File: src/verilog/echo_uart_pkg.sv
// Constants, enumerations and field layouts of the single-wire echo UART.
// Assumes one system clock shared by the receiver and the bit timer.
package echo_uart_pkg;

    // Clock and line rate that the default timer reload is derived from
    localparam int unsigned SYS_CLK_HZ = 20_000_000;
    localparam int unsigned BAUD_DEFAULT = 76_800;
    localparam logic [15:0] RELOAD_DEFAULT = 16'(SYS_CLK_HZ / BAUD_DEFAULT - 1);

    // Widths and depths
    localparam int unsigned DATA_W = 8;
    localparam int unsigned FIFO_DEPTH = 4;
    localparam int unsigned TMR_W = 16;

    // Frame layout
    localparam logic [7:0] FRAME_FILL = 8'hff;
    localparam logic [3:0] DLEN_8 = 4'h8;
    localparam logic [3:0] DLEN_7 = 4'h7;
    localparam logic [3:0] FRAME_BASE = 4'h2;
    localparam logic [3:0] FRAME_MIN = 4'h9;
    localparam logic [3:0] FRAME_MAX = 4'hb;
    localparam int unsigned MSB_IDX = 7;

    // Reception status fields
    localparam int unsigned STAT_W = 4;
    localparam int unsigned STAT_PERR = 0;
    localparam int unsigned STAT_FERR = 1;
    localparam int unsigned STAT_OVR = 2;
    localparam int unsigned STAT_VALID = 3;

    // Parity selection, even is the power-on choice
    typedef enum logic [1:0] {
        PAR_EVEN = 2'b00,
        PAR_ODD = 2'b01,
        PAR_NONE = 2'b10
    } parity_e;

    // Sequencer states
    typedef enum logic [2:0] {
        ST_RX_IDLE = 3'b000,
        ST_RX_START = 3'b001,
        ST_RX_BITS = 3'b010,
        ST_RX_PAR = 3'b011,
        ST_RX_STOP = 3'b100,
        ST_TX_PREP = 3'b101,
        ST_TX_SHIFT = 3'b110,
        ST_TX_RELEASE = 3'b111
    } state_e;

endpackage

File: src/verilog/echo_link_if.sv
// Carrier between the echo core, its character FIFO and its bit timer.
// Assumes all three parties run on the same clock.
`timescale 1ns/1ps
interface echo_link_if;
    import echo_uart_pkg::*;
    // Character stream into and out of the FIFO
    logic push_valid;
    logic push_ready;
    logic [DATA_W-1:0] push_data;
    logic pop_valid;
    logic pop_ready;
    logic [DATA_W-1:0] pop_data;
    // Bit timer control and ticks
    logic tmr_start;
    logic tmr_stop;
    logic [TMR_W-1:0] tmr_reload;
    logic tmr_tick;
    logic tmr_run;

    modport core (output push_valid, push_data, pop_ready, tmr_start, tmr_stop, tmr_reload,
                  input push_ready, pop_valid, pop_data, tmr_tick, tmr_run);
    modport fifo (input push_valid, push_data, pop_ready,
                  output push_ready, pop_valid, pop_data);
    modport timer (input tmr_start, tmr_stop, tmr_reload, output tmr_tick, tmr_run);
endinterface

File: src/verilog/single_wire_echo_uart.sv
// Single-wire echo UART: receives a character on the shared pin, then drives
// the same character back on that pin, timed by an interval timer.
// Assumes line_i is synchronous to clock_i and the far end leaves the wire
// alone while an echo frame is out.
`timescale 1ns/1ps
module single_wire_echo_uart (
    // Clock and reset
    input wire logic clock_i,
    input wire logic rst_i,
    // Shared line pin
    input wire logic line_i,
    output logic line_o,
    output logic line_oe_o,
    // Configuration
    input wire logic data7_i,
    input wire echo_uart_pkg::parity_e parity_i,
    input wire logic [echo_uart_pkg::TMR_W-1:0] baud_reload_i,
    // Character read port
    input wire logic read_i,
    output logic [echo_uart_pkg::DATA_W-1:0] char_o,
    output logic [echo_uart_pkg::STAT_W-1:0] status_o,
    // Status
    output logic rx_pending_o,
    output logic rx_enable_o,
    output logic rx_done_o,
    output logic busy_o
);
    import echo_uart_pkg::*;

    typedef struct packed {
        state_e st;
        logic [TMR_W-1:0] cnt;
        logic [3:0] bit_idx;
        logic [DATA_W-1:0] rx_sh;
        logic rx_par;
        logic prev_line;
        logic [DATA_W-1:0] rx_char_hold;
        logic [STAT_W-1:0] stat;
        logic [DATA_W-1:0] rd_char;
        logic [STAT_W-1:0] rd_stat;
        logic [15:0] tx_frame_word;
        logic [3:0] bits_remaining;
        logic line_out;
        logic line_oe;
        logic rx_en;
        logic done;
        logic busy;
        logic push_v;
        logic [DATA_W-1:0] push_d;
        logic tmr_start;
        logic tmr_stop;
    } core_s;

    core_s q;
    core_s d;
    echo_link_if link();

    // Data length of a character in bits
    function automatic logic [3:0] data_len(input logic seven);
        return seven ? DLEN_7 : DLEN_8;
    endfunction

    // Parity over the data bits only
    function automatic logic calc_parity(input logic [DATA_W-1:0] data, input logic seven,
                                         input parity_e pm);
        logic p;
        p = seven ? ^data[MSB_IDX-1:0] : ^data;
        return (pm == PAR_ODD) ? ~p : p;
    endfunction

    // Build the LSB-first frame, start bit at bit 0, stop and fill ones above
    function automatic logic [15:0] frame_build_step(input logic [DATA_W-1:0] data,
                                                     input logic seven, input parity_e pm);
        logic [DATA_W-1:0] dbits;
        logic [15:0] w;
        dbits = seven ? {1'b1, data[MSB_IDX-1:0]} : data;
        w = {FRAME_FILL, dbits};
        w = {w[14:0], 1'b0};
        if (pm != PAR_NONE) begin
            w[data_len(seven) + 4'h1] = calc_parity(data, seven, pm);
        end
        return w;
    endfunction

    // Character FIFO and bit timer
    echo_char_fifo #(
        .W(DATA_W),
        .DEPTH(FIFO_DEPTH)
    ) u_fifo (
        .clock_i(clock_i),
        .rst_i(rst_i),
        .link(link.fifo)
    );

    echo_bit_timer u_timer (
        .clock_i(clock_i),
        .rst_i(rst_i),
        .link(link.timer)
    );

    // Core-side drive of the carrier
    assign link.push_valid = q.push_v;
    assign link.push_data = q.push_d;
    assign link.tmr_start = q.tmr_start;
    assign link.tmr_stop = q.tmr_stop;
    assign link.tmr_reload = baud_reload_i;
    // Echo only from an idle receiver, so a frame never cuts into a reception
    assign link.pop_ready = (q.st == ST_RX_IDLE);

    // Outputs come straight from the state register
    assign line_o = q.line_out;
    assign line_oe_o = q.line_oe;
    assign char_o = q.rd_char;
    assign status_o = q.rd_stat;
    assign rx_pending_o = q.stat[STAT_VALID];
    assign rx_enable_o = q.rx_en;
    assign rx_done_o = q.done;
    assign busy_o = q.busy;

    // Sequencer: receive, echo, release
    always_comb begin
        d = q;
        d.done = 1'b0;
        d.push_v = 1'b0;
        d.tmr_start = 1'b0;
        d.tmr_stop = 1'b0;
        d.prev_line = line_i;
        // Read hands out character and status, then status clears
        if (read_i) begin
            d.rd_char = q.rx_char_hold;
            d.rd_stat = q.stat;
            d.stat = '0;
        end
        case (q.st)
            ST_RX_IDLE: begin
                if (link.pop_valid) begin
                    // Pending character leaves at once as an echo
                    d.tx_frame_word = frame_build_step(link.pop_data, data7_i, parity_i);
                    d.bits_remaining = FRAME_BASE + data_len(data7_i)
                                       + 4'(parity_i != PAR_NONE);
                    d.rx_en = 1'b0;
                    d.busy = 1'b1;
                    d.st = ST_TX_PREP;
                end else if (q.rx_en && q.prev_line && !line_i) begin
                    // Falling edge, check the start bit at mid period
                    d.cnt = {1'b0, baud_reload_i[TMR_W-1:1]};
                    d.st = ST_RX_START;
                end
            end
            ST_RX_START: begin
                if (q.cnt == '0) begin
                    d.cnt = baud_reload_i;
                    d.bit_idx = '0;
                    d.st = line_i ? ST_RX_IDLE : ST_RX_BITS; // Glitch returns to idle
                end else begin
                    d.cnt = q.cnt - 1'b1;
                end
            end
            ST_RX_BITS: begin
                if (q.cnt == '0) begin
                    d.cnt = baud_reload_i;
                    d.rx_sh[q.bit_idx[2:0]] = line_i;
                    d.bit_idx = q.bit_idx + 4'h1;
                    if (q.bit_idx == data_len(data7_i) - 4'h1) begin
                        d.st = (parity_i == PAR_NONE) ? ST_RX_STOP : ST_RX_PAR;
                    end
                end else begin
                    d.cnt = q.cnt - 1'b1;
                end
            end
            ST_RX_PAR: begin
                if (q.cnt == '0) begin
                    d.cnt = baud_reload_i;
                    d.rx_par = line_i;
                    d.st = ST_RX_STOP;
                end else begin
                    d.cnt = q.cnt - 1'b1;
                end
            end
            ST_RX_STOP: begin
                if (q.cnt == '0) begin
                    // Capture beats a same-cycle read clear
                    d.rx_char_hold = data7_i ? {1'b0, q.rx_sh[MSB_IDX-1:0]}
                                             : q.rx_sh;
                    d.stat[STAT_VALID] = 1'b1;
                    d.stat[STAT_PERR] = (parity_i != PAR_NONE) &&
                        (calc_parity(q.rx_sh, data7_i, parity_i) != q.rx_par);
                    d.stat[STAT_FERR] = !line_i;
                    d.stat[STAT_OVR] = !link.push_ready;
                    d.push_v = link.push_ready;
                    d.push_d = data7_i ? {1'b0, q.rx_sh[MSB_IDX-1:0]} : q.rx_sh;
                    d.done = 1'b1;
                    d.st = ST_RX_IDLE;
                end else begin
                    d.cnt = q.cnt - 1'b1;
                end
            end
            ST_TX_PREP: begin
                // Receiver already off; take the pin at idle high, then start timer
                d.line_oe = 1'b1;
                d.line_out = 1'b1;
                d.tmr_start = 1'b1;
                d.st = ST_TX_SHIFT;
            end
            ST_TX_SHIFT: begin
                // A tick is served in the cycle it arrives, nothing waits ahead of it
                if (link.tmr_tick) begin
                    if (q.bits_remaining != 4'h0) begin
                        d.line_out = q.tx_frame_word[0];
                        d.tx_frame_word = {1'b1, q.tx_frame_word[15:1]};
                        d.bits_remaining = q.bits_remaining - 4'h1;
                    end else begin
                        // Stop bit has had its full period
                        d.tmr_stop = 1'b1;
                        d.line_oe = 1'b0;
                        d.st = ST_TX_RELEASE;
                    end
                end
            end
            ST_TX_RELEASE: begin
                // Pin released a cycle earlier, now listen again
                d.rx_en = 1'b1;
                d.busy = 1'b0;
                d.st = ST_RX_IDLE;
            end
            default: begin
                d.st = ST_RX_IDLE;
                d.line_oe = 1'b0;
                d.rx_en = 1'b1;
            end
        endcase
    end

    // State register; line idles high and receiver starts enabled
    always_ff @(posedge clock_i or posedge rst_i) begin
        if (rst_i) begin
            q <= '0;
            q.st <= ST_RX_IDLE;
            q.line_out <= 1'b1;
            q.prev_line <= 1'b1;
            q.rx_en <= 1'b1;
        end else begin
            q <= d;
        end
    end

    // Helpers for the shift and frame checks
    logic frame_lsb;
    logic end_tick;
    logic [15:0] par_span;
    assign frame_lsb = q.tx_frame_word[0];
    // Bits from the first data bit through the parity position
    assign par_span = (16'h0001 << (data_len(data7_i) + 4'h2)) - 16'h0002;
    assign end_tick = (q.st == ST_TX_SHIFT) && link.tmr_tick && (q.bits_remaining == 4'h0);
endmodule

File: src/verilog/echo_char_fifo.sv
// Small flip-flop FIFO holding received characters until they are echoed.
// Assumes DEPTH is a power of two so the pointers wrap by themselves.
`timescale 1ns/1ps
module echo_char_fifo #(
    parameter int unsigned W = 8,
    parameter int unsigned DEPTH = 4
) (
    // Clock and reset
    input wire logic clock_i,
    input wire logic rst_i,
    // Stream ports
    echo_link_if.fifo link
);
    import echo_uart_pkg::*;

    localparam int unsigned AW = $clog2(DEPTH);
    localparam logic [AW:0] FULL_CNT = (AW+1)'(DEPTH);

    typedef struct packed {
        logic [DEPTH-1:0][W-1:0] mem;
        logic [AW-1:0] wr;
        logic [AW-1:0] rd;
        logic [AW:0] cnt;
    } fifo_s;

    fifo_s q;
    fifo_s d;
    logic do_push;
    logic do_pop;

    // Honest flags straight from the occupancy count
    assign link.push_ready = (q.cnt != FULL_CNT);
    assign link.pop_valid = (q.cnt != '0);
    assign link.pop_data = q.mem[q.rd];

    // Next state of storage and pointers
    always_comb begin
        d = q;
        do_push = link.push_valid && link.push_ready;
        do_pop = link.pop_valid && link.pop_ready;
        if (do_push) begin
            d.mem[q.wr] = link.push_data;
            d.wr = q.wr + 1'b1;
        end
        if (do_pop) begin
            d.rd = q.rd + 1'b1;
        end
        d.cnt = q.cnt + (AW+1)'(do_push) - (AW+1)'(do_pop);
    end

    // State register
    always_ff @(posedge clock_i or posedge rst_i) begin
        if (rst_i) begin
            q <= '0;
        end else begin
            q <= d;
        end
    end
endmodule

File: src/verilog/echo_bit_timer.sv
// Repeating interval timer giving one tick per bit period.
// Assumes start and stop are one-cycle pulses from the core.
`timescale 1ns/1ps
module echo_bit_timer (
    // Clock and reset
    input wire logic clock_i,
    input wire logic rst_i,
    // Timer control and ticks
    echo_link_if.timer link
);
    import echo_uart_pkg::*;

    typedef struct packed {
        logic run;
        logic tick;
        logic [TMR_W-1:0] cnt;
    } tmr_s;

    tmr_s q;
    tmr_s d;
    logic [TMR_W-1:0] gap_q;
    logic seen_q;

    // Ticks stay internal, no pin is toggled
    assign link.tmr_tick = q.tick;
    assign link.tmr_run = q.run;

    // Started only by the core's internal pulse, reloads on each tick
    always_comb begin
        d = q;
        d.tick = 1'b0;
        if (link.tmr_stop) begin
            d.run = 1'b0;
        end else if (link.tmr_start) begin
            d.run = 1'b1;
            d.cnt = link.tmr_reload;
        end else if (q.run) begin
            if (q.cnt == '0) begin
                d.tick = 1'b1;
                d.cnt = link.tmr_reload; // Period is reload plus one
            end else begin
                d.cnt = q.cnt - 1'b1;
            end
        end
    end

    // State register
    always_ff @(posedge clock_i or posedge rst_i) begin
        if (rst_i) begin
            q <= '0;
        end else begin
            q <= d;
        end
    end

    // Cycles since the previous tick, only for checking
    always_ff @(posedge clock_i or posedge rst_i) begin
        if (rst_i) begin
            gap_q <= '0;
            seen_q <= 1'b0;
        end else begin
            gap_q <= q.tick ? '0 : gap_q + 1'b1;
            seen_q <= q.run && (seen_q || q.tick);
        end
    end
endmodule

File: config.mk
export PLATFORM = sky130hd
export DESIGN_NAME = single_wire_echo_uart
export DESIGN_NICKNAME = d
export VERILOG_FILES = /design/src/verilog/echo_uart_pkg.sv /design/src/verilog/echo_link_if.sv /design/src/verilog/single_wire_echo_uart.sv /design/src/verilog/echo_char_fifo.sv /design/src/verilog/echo_bit_timer.sv
export SDC_FILE = /design/constraint.sdc
export NUM_CORES = 1
export LEC_CHECK = 0
export ABC_AREA = 1
export BUFFER_PORTS_ARGS = -buffer_cell sky130_fd_sc_hd__clkbuf_2
export CORE_MARGIN = 2
export CORE_UTILIZATION = 45
export DETAILED_ROUTE_END_ITERATION = 10
export GPL_ROUTABILITY_DRIVEN = 0
export MAX_ROUTING_LAYER = met4
export PLACE_DENSITY_LB_ADDON = 0.1
export SETUP_SLACK_MARGIN = 0.05
export SYNTH_ARGS = -nofsm -noshare
export SYNTH_HDL_FRONTEND = slang
export SYNTH_SLANG_ARGS = --single-unit
File: constraint.sdc
create_clock -name clock_i -period 9.35 [get_ports clock_i]
set_input_delay 2.3375 -clock clock_i [delete_from_list [all_inputs] [get_ports clock_i]]
set_output_delay 2.3375 -clock clock_i [all_outputs]
set_load 0.01 [all_outputs]
* After elaboration in Yosys (flattened, before gate mapping)
Cells that the tools add are included.
** Word-level totals
- Bits in registers :: 142
- Input port bits :: 23
- Output and inout bits :: 18
- Logic and storage cells :: 183
** Cells by class
- Add/subtract/negate cells :: 12
- $lt $le $gt $ge :: 7
- Equal/unequal tests :: 26
- Multiplexer cells :: 67
- Bitwise logic cells :: 3
- Reduce and logical (&&, ||, !) cells :: 38
** Operators by type and width (number)
- 16-bit two-way mux :: 7
- 16-bit case mux with 3 select lines :: 1
- 20-bit case mux with 2 select lines :: 1
- 17-bit two-way mux :: 2
- 32-bit bitwise mux :: 1
- 16-bit logical NOT :: 2
- 8-bit two-way mux :: 4
- 16-bit by 1-bit subtractor with 16-bit output (second input constant) :: 2
- 3-bit two-way mux :: 9
- 2-bit inequality test (second input constant) :: 12
- 3-bit case mux with 8 select lines :: 1
- 22-bit two-way mux :: 1
- 21-bit two-way mux :: 1
- 20-bit two-way mux :: 1
- 1-bit two-way mux :: 19
- 19-bit two-way mux :: 1
- 9-bit two-way mux :: 2
- 8-bit binary-select mux with 2-bit select :: 1
- 16-bit bitwise mux :: 1
- 8-bit demux with 2-bit select :: 1
- 4-bit two-way mux :: 4
- 8-bit XOR reduction :: 2
- 7-bit XOR reduction :: 2
- 3-bit equality test (second input constant) :: 4
- other kinds (41) :: 71

* Longest topological paths before layout
Gate-level depths: netlist of run 1.
- Depth in word-level cells :: 10
- Mapped depth :: 17
- Depth with buffers taken out :: 16

* Cells and area by module
A second synthesis of run 1 with hierarchy kept.
** Unflattened totals
- Cell total of the unflattened synthesis :: 1134
- Area total of the unflattened synthesis :: 8234.1 µm²
** By module, submodules not included
- single_wire_echo_uart :: times used 1, cells an instance 666, area each 4815.9 µm², seq. area each 2130.8 µm²
- echo_char_fifo :: times used 1, cells an instance 244, area each 1998.2 µm², seq. area each 975.9 µm²
- echo_bit_timer :: times used 1, cells an instance 224, area each 1420.1 µm², seq. area each 450.4 µm²

* Least setup slack after synthesis of run 1
Ideal clock, no wire load.
- Path kind :: input -> register
- Start :: input port data7_i
- End :: register q[48] in the netlist's numbering
- Setup time :: 0.083 ns
- Data arrival time :: 3.333 ns
- Data required time :: 9.267 ns
- Setup slack :: 5.935 ns
- Cell stages on the path :: 8
- Buffers on the path :: 0
- Cells stage by stage :: inv_1 > nand2_1 > xnor2_1 > xor2_1 > or2_2 > nand3_1 > nand3_1 > o21ai_0
** RTL lines
- start, declared :: RTL line single_wire_echo_uart.sv:15 : input wire logic data7_i,
- end, declared :: RTL line single_wire_echo_uart.sv:54 : core_s q;

* Worst setup path after layout of run 1
- Start :: input port line_i
- End :: register q[84] in the netlist's numbering
** On the way
- Word-level cells in the longest chain between the ends :: 4
** RTL lines
- start, declared :: RTL line single_wire_echo_uart.sv:11 : input wire logic line_i,
- 1-bit logical NOT :: RTL line single_wire_echo_uart.sv:144 : end else if (q.rx_en && q.prev_line && !line_i) begin
- 1-bit logical AND :: RTL line single_wire_echo_uart.sv:144
- 2-bit inequality test (no source line)
- 4-bit AND reduction (no source line)
Every way passes these cells.
A chain may end at the register's enable or synchronous reset.

==> run_results.csv, run 1 <==
group,metric,value,unit
run_status,status,"complete, no violations",
layout,area_growth,10.6,%
timing,hold_violations,0,
synthesis,postSynth.asyncResetShare,1.00,
clock_tree,clk_pin_slew_worst_paths,0.06,ns
global_routing,grt_use_total,0.221,
clock_tree,postCtsSetupRepairBufs,0,
synthesis,synth_edf_count,0,
route,drc,0,
layout,antenna_cells,0,
timing,slew_headroom,0.421,
floorplanning,core,16600,µm²
layout,final_cells,1236,
worst_setup_path,crit_buf_inv,4,
floorplanning,die-area,18100,µm²
worst_setup_path,reg2reg_to,"q[82]",
route,postRouteAntennaNets,0,
worst_setup_path,cp-startpoint,"line_i",
placed_design,hpwl,12.8,mm
worst_setup_path,path_cells,"clkbuf_2 -> clkinv_1 -> nand3_1 -> inv_1 -> nand3_1 -> nand2_1 -> nand2_4 -> inv_2 -> o21ai_0 -> a22o_1",
timing,period_needed,3.53,ns
worst_setup_path,reg2reg_depth,12,
worst_setup_path,crit_required,9.66,ns
route,drt_iter0_markers,400,
worst_setup_path,cp-start-kind,"primary input",
worst_setup_path,arrival,3.85,ns
worst_setup_path,reg2reg_from,"q[74]",
clock_tree,htreeDepth,4,
worst_setup_path,crit_type,"in2reg",
route,avgRoutedWirePerCell,14.9,µm
pwr,irDropWorstVdd,137,µV
floorplanning,die_h,135,µm
clock_tree,clockBufferDepth,2,
route,routed_wl,18.4,mm
pwr,power.density,183,nW/µm²
global_routing,gr-total-overflow,0,
synthesis,synth_ff_type,"dfrtp_1",
clock_tree,cts-buffers-inserted,17,
clock_tree,root_buffer,"clkbuf_16",
global_routing,grt_max_degree,78,
pwr,p_leak,4.09,nW
floorplanning,std_cell_rows,47,
worst_setup_path,ff2ff_setup_slack,6.63,ns
timing,setup_viol,0,
worst_setup_path,crit_top_cell,"nand3_1",
clock_tree,hold_buffers,0,
timing,worst_slew_pin_slew,0.869,ns
layout,drive_above_1_share,0.101,
global_routing,antenna_found_initial,0,
route,vias,6462,
synthesis,synth-seq-cells,142,
global_routing,grt_pass1_vias,5940,
synthesis,synth.avg_cell_area,7.81,µm²
route,drtPass1Iterations,5,
synthesis,syn_nets,1021,
synthesis,synth_top_area_frac,0.453,
synthesis,synth.area.top_cells,"dfrtp_1, nand2_1, o21ai_0",
clock_tree,cts_resized,0,
timing,grt_setup_unrepaired,"no",
global_routing,grt_pass1_wl,30.6,mm
worst_hold_path,min_from,"link.tmr_stop",
floorplanning,initial_core_util,0.461,
worst_hold_path,min_to,"u_timer.link.tmr_tick",
timing,slew_violations,0,
synthesis,yosys.area.top_type,"dfrtp_1",
placed_design,dp.cells,1204,
worst_setup_path,slowest_delay,0.29,ns
synthesis,syn_inst,983,
worst_setup_path,cp_slowest_cell,"inv_2",
clock_tree,clock_sinks,142,
layout,fillers,1614,
worst_setup_path,crit_fanout,20,
timing,finalCritPeriodShare,0.378,
synthesis,ys_seq_area_frac,0.464,
placed_design,portBuffers,40,
worst_hold_path,hold_path.class,"reg2reg",
timing,fin_setup_tns,0,ns
synthesis,synthDistinctLibCells,49,
clock_tree,cts_tree,"built",
layout,nets,1041,
synthesis,syn-cell-area,7670,µm²
flow_run,drv_cap,0,
floorplanning,num_io_pins,41,
timing,fmax,0.283,GHz
timing,fin_skew,0.00909,ns
clock_tree,insertion_delay,0.43,ns
worst_setup_path,cpLargestDelayFamily,"buffers and inverters",
worst_setup_path,end_kind,"flip-flop",
route,routed_via_density,5.23,
floorplanning,dieWidth,135,µm
worst_hold_path,whs_path_depth,1,
synthesis,yosysWarnings,0,
layout by cell type (no fill, tap or decap), types with 2 or more instances in the layout:
cell type	netlist	final
nand2_1	279	279
dfrtp_1	139	139
o21ai_0	108	108
inv_1	94	93
nor2_1	64	64
nand3_1	58	58
a21oi_1	46	46
clkbuf_2	0	40
clkbuf_16	0	17
ha_1	14	14
o21ai_1	13	13
xor2_1	12	12
nor3_1	11	11
a22oi_1	10	10
nor4_1	9	9
xnor2_1	8	8
nor2_2	7	7
inv_2	7	7
o211ai_1	6	6
inv_6	0	6
a32oi_1	6	6
nand4_1	5	5
a31oi_1	5	5
a21o_1	4	4
a22o_1	4	4
o221ai_1	3	3
inv_4	3	3
clkinv_4	0	3
dfstp_2	3	3
clkinv_1	2	2
nor2_4	2	2
o31ai_1	2	2
or2_2	2	2
clkbuf_1	14	2
clkinvlp_4	0	2
buf_4	16	2
per-stage QoR:
stage	setup WS (ns)	util	hold WS [ns]	area [µm²]	total power, W
finish	5.82	0.510	0.442	8490	0.00155
global route	5.60	0.510	0.473	8490	0.00162
CTS	5.83	0.510	0.442	8490	0.00157
detailed placement	5.37	0.476	0.429	7920	0.000901
global placement	5.41	0.476	0.424	7920	0.000899
floorplan	3.21	-	0.410	7670	0.000851
cell usage after synthesis (2+ instances only):
master,n
xor2_1,12
a22o_1,4
inv_2,7
a31oi_1,5
dfrtp_1,139
buf_6,4
a21o_1,4
nor2_1,64
clkbuf_1,14
nand3_1,58
ha_1,14
o221ai_1,3
inv_4,3
xnor2_1,8
a22oi_1,10
buf_4,16
o21ai_1,13
a32oi_1,6
o21ai_0,108
dfstp_2,3
buf_2,7
inv_1,94
nor3_1,11
o211ai_1,6
nor2_2,7
nand2_1,279
clkinv_1,2
nor2_4,2
nor4_1,9
nand4_1,5
o31ai_1,2
or2_2,2
a21oi_1,46
where the power goes:
group	leakage, nW	switching (W)	total (W)	internal (W)
sequential	1.83	0.0000409	0.000697	0.000656
clock	0.275	0.000283	0.000663	0.000380
combinational	1.99	0.000125	0.000194	0.0000693
total	4.09	0.000449	0.00155	0.00111
how the worst max path moves through the flow:
stage / endpoint / cells past startpoint
floorplan: busy_o / 1
detailed placement: q[84] / 10
finish: q[84] / 10
global placement: u_timer.q[5] / 3
global route: q[84] / 10
CTS: q[81] / 10
cell families after synthesis:
| logic type | count (synthesis) | synth area share |
|---|---|---|
| compound gates | 215 | 0.159 |
| xor+xnor | 20 | 0.0228 |
| fa+ha+maj | 15 | 0.0254 |
| buf+inv | 147 | 0.0858 |
| flops | 142 | 0.464 |
| mux | 1 | 0.00147 |
| simple gates | 443 | 0.242 |
flip-flops by register name, summed over array words and instances, names as in the netlist, 4 cells and up:
| name | count |
|---|---|
| q | 55 |
| link.push_data | 8 |
| u_timer.q | 16 |
| u_fifo.q | 39 |
| char_o | 8 |
| status_o | 4 |
area by class of cell:
cell class | count | area (µm²) | area share
flip-flops and latches | 142 | 3560 | 0.419
inverters | 106 | 410 | 0.0483
multi-input cells | 694 | 3460 | 0.407
repair buffers | 42 | 215 | 0.0253
well taps | 220 | 275 | 0.0324
clock buffers | 20 | 447 | 0.0526
clock inverters | 12 | 126 | 0.0149
layer usage:
layer | global-route usage | share of wire
met5 | - | 0
met2 | 0.326 | 0.45
met3 | 0.0372 | 0.030
met1 | 0.317 | 0.51
met4 | 0.0632 | 0.0089
(Power assumes the default switching activity.)
==> inputs of run 2 (changes only) <==
==> constraint.sdc (replaced) <==
create_clock -name clock_i -period 3.6 [get_ports clock_i]
set_input_delay 0.9 -clock clock_i [delete_from_list [all_inputs] [get_ports clock_i]]
set_output_delay 0.9 -clock clock_i [all_outputs]
set_load 0.01 [all_outputs]
==> run_results.csv, run 2 (synthesized netlist as in run 1, its figures left out) <==
group,metric,value,unit
run_status,status,"complete, no violations",
timing,fin_setup_tns,0,ns
global_routing,gr-total-overflow,0,
worst_setup_path,reg2reg_from,"q[74]",
timing,finalCritPeriodShare,0.719,
worst_setup_path,crit_type,"reg2reg",
clock_tree,clk_pin_slew_worst_paths,0.06,ns
timing,worst_slew_pin_slew,0.727,ns
layout,layout.area.seq,3560,µm²
placed_design,hpwl,13.1,mm
timing,grt_setup_unrepaired,"no",
timing,setup_viol,0,
route,postRouteAntennaNets,0,
route,drc,0,
clock_tree,cts_tree,"built",
layout,fin_util,0.515,
layout,largest_register_ffs,55,
route,drt_iter0_markers,583,
layout,nets,1046,
floorplanning,std_cell_rows,47,
clock_tree,cts-buffers-inserted,17,
worst_setup_path,endpoint,"q[82]",
clock_tree,htreeDepth,4,
pwr,irDropWorstVdd,355,µV
global_routing,grt_use_total,0.228,
layout,area_growth,11.7,%
layout,top_regs,"q x55, u_fifo.q x39, u_timer.q x16",
clock_tree,postCtsSetupRepairBufs,0,
timing,fin_skew,0.0136,ns
route,vias,6531,
route,routed_via_density,5.26,
worst_setup_path,end_kind,"flip-flop",
worst_setup_path,arrival,2.90,ns
layout,mostFrequentLayoutCell,"nand2_1",
global_routing,grt_max_degree,66,
floorplanning,dieWidth,135,µm
layout,regMostFlops,"q",
worst_hold_path,hold_path.class,"reg2reg",
clock_tree,cts_resized,0,
worst_setup_path,reg2reg_depth,12,
pwr,p_leak,4.14,nW
timing,slew_headroom,0.515,
clock_tree,clock_sinks,142,
timing,hold_violations,0,
timing,slew_violations,0,
placed_design,dpl-instance-area,7970,µm²
floorplanning,core,16600,µm²
worst_setup_path,crit_fanout,15,
floorplanning,die-area,18100,µm²
timing,period_needed,2.59,ns
flow_run,drv_cap,0,
worst_setup_path,crit_required,3.91,ns
layout,drive_above_1_share,0.108,
route,drtPass1Iterations,9,
floorplanning,die_h,135,µm
worst_setup_path,cp-start-kind,"flip-flop",
worst_setup_path,reg2reg_to,"q[82]",
layout,antenna_cells,0,
placed_design,portBuffers,40,
global_routing,grt_pass1_wl,31.7,mm
layout,layout_common_cells,"nand2_1, dfrtp_1, o21ai_0",
floorplanning,num_io_pins,41,
route,routed_wl,18.7,mm
global_routing,grt_pass1_vias,6188,
layout,fillers,1634,
layout,multi_input_area,3460,µm²
clock_tree,clockBufferDepth,2,
clock_tree,root_buffer,"clkbuf_16",
timing,fmax,0.386,GHz
route,avgRoutedWirePerCell,15.0,µm
layout,fin_area,8570,µm²
floorplanning,initial_core_util,0.461,
clock_tree,insertion_delay,0.43,ns
clock_tree,hold_buffers,0,
pwr,power.density,485,nW/µm²
worst_setup_path,cp-startpoint,"q[74]",
worst_setup_path,ff2ff_setup_slack,1.01,ns
global_routing,antenna_found_initial,0,
worst_hold_path,whs_path_depth,1,
==> run 2: cell count changes in the layout (fill, tap and decap cells not counted) <==
| cell | delta |
|---|---|
| buf_4 | +4 |
| buf_12 | +1 |
| bufinv_16 | +1 |
| clkbuf_1 | -2 |
| clkinvlp_4 | -1 |
| clkinv_4 | +1 |
| inv_8 | +1 |
==> run 2: area by class of cell <==
class,instances,area share
inverters,106,0.0477
repair buffers,47,0.0309
well taps,220,0.0321
clock inverters,14,0.0198
flip-flops and latches,142,0.415
multi-input cells,694,0.403
clock buffers,18,0.0512
==> run 2: power by group <==
group	switching (W)	internal, W	total, W
Clock	0.000765	0.00107	0.00183
Combinational	0.000334	0.000183	0.000517
Sequential	0.000109	0.00170	0.00181
Total	0.00121	0.00295	0.00416
==> run 2: critical path, cell delays in order (launching register included) <==
cell,delay (ns)
dfrtp_1,0.40
inv_1,0.16
ha_1,0.21
nand3_1,0.09
nor2_1,0.13
nand3_2,0.16
inv_1,0.40
nand2_1,0.12
nand2_2,0.26
inv_2,0.15
o21ai_1,0.10
a21oi_1,0.07
or2_1,0.23
==> run 2: how the worst min path moves through the flow <==
stage	slack [ns]	start	end
2_1_floorplan	0.41	link.tmr_stop	u_timer.link.tmr_tick
3_3_place_gp	0.43	link.tmr_stop	u_timer.link.tmr_tick
3_5_place_dp	0.43	link.tmr_stop	u_timer.link.tmr_tick
4_1_cts	0.44	link.tmr_stop	u_timer.link.tmr_tick
5_1_grt	0.45	link.tmr_stop	u_timer.link.tmr_tick
6_report	0.44	link.tmr_stop	u_timer.link.tmr_tick
==> run 2: metal layers <==
metal  track usage  vias to the layer above  share of wire
li1              -                     3270              -
met1         0.344                     3088           0.52
met2         0.310                      150           0.43
met3        0.0383                       23          0.040
met4        0.0772                        0          0.015
met5             -                        -              0
==> run 2: per-stage QoR <==
step                hold slack, ns  std cells  power, W  setup WS [ns]
detailed placement           0.430       1209   0.00235           1.05
CTS                          0.441       1241   0.00420           1.04
global placement             0.427       1209   0.00235           1.11
global route                 0.449       1241   0.00437          0.745
floorplan                    0.410        983   0.00221          0.925
finish                       0.437       1241   0.00416           1.01
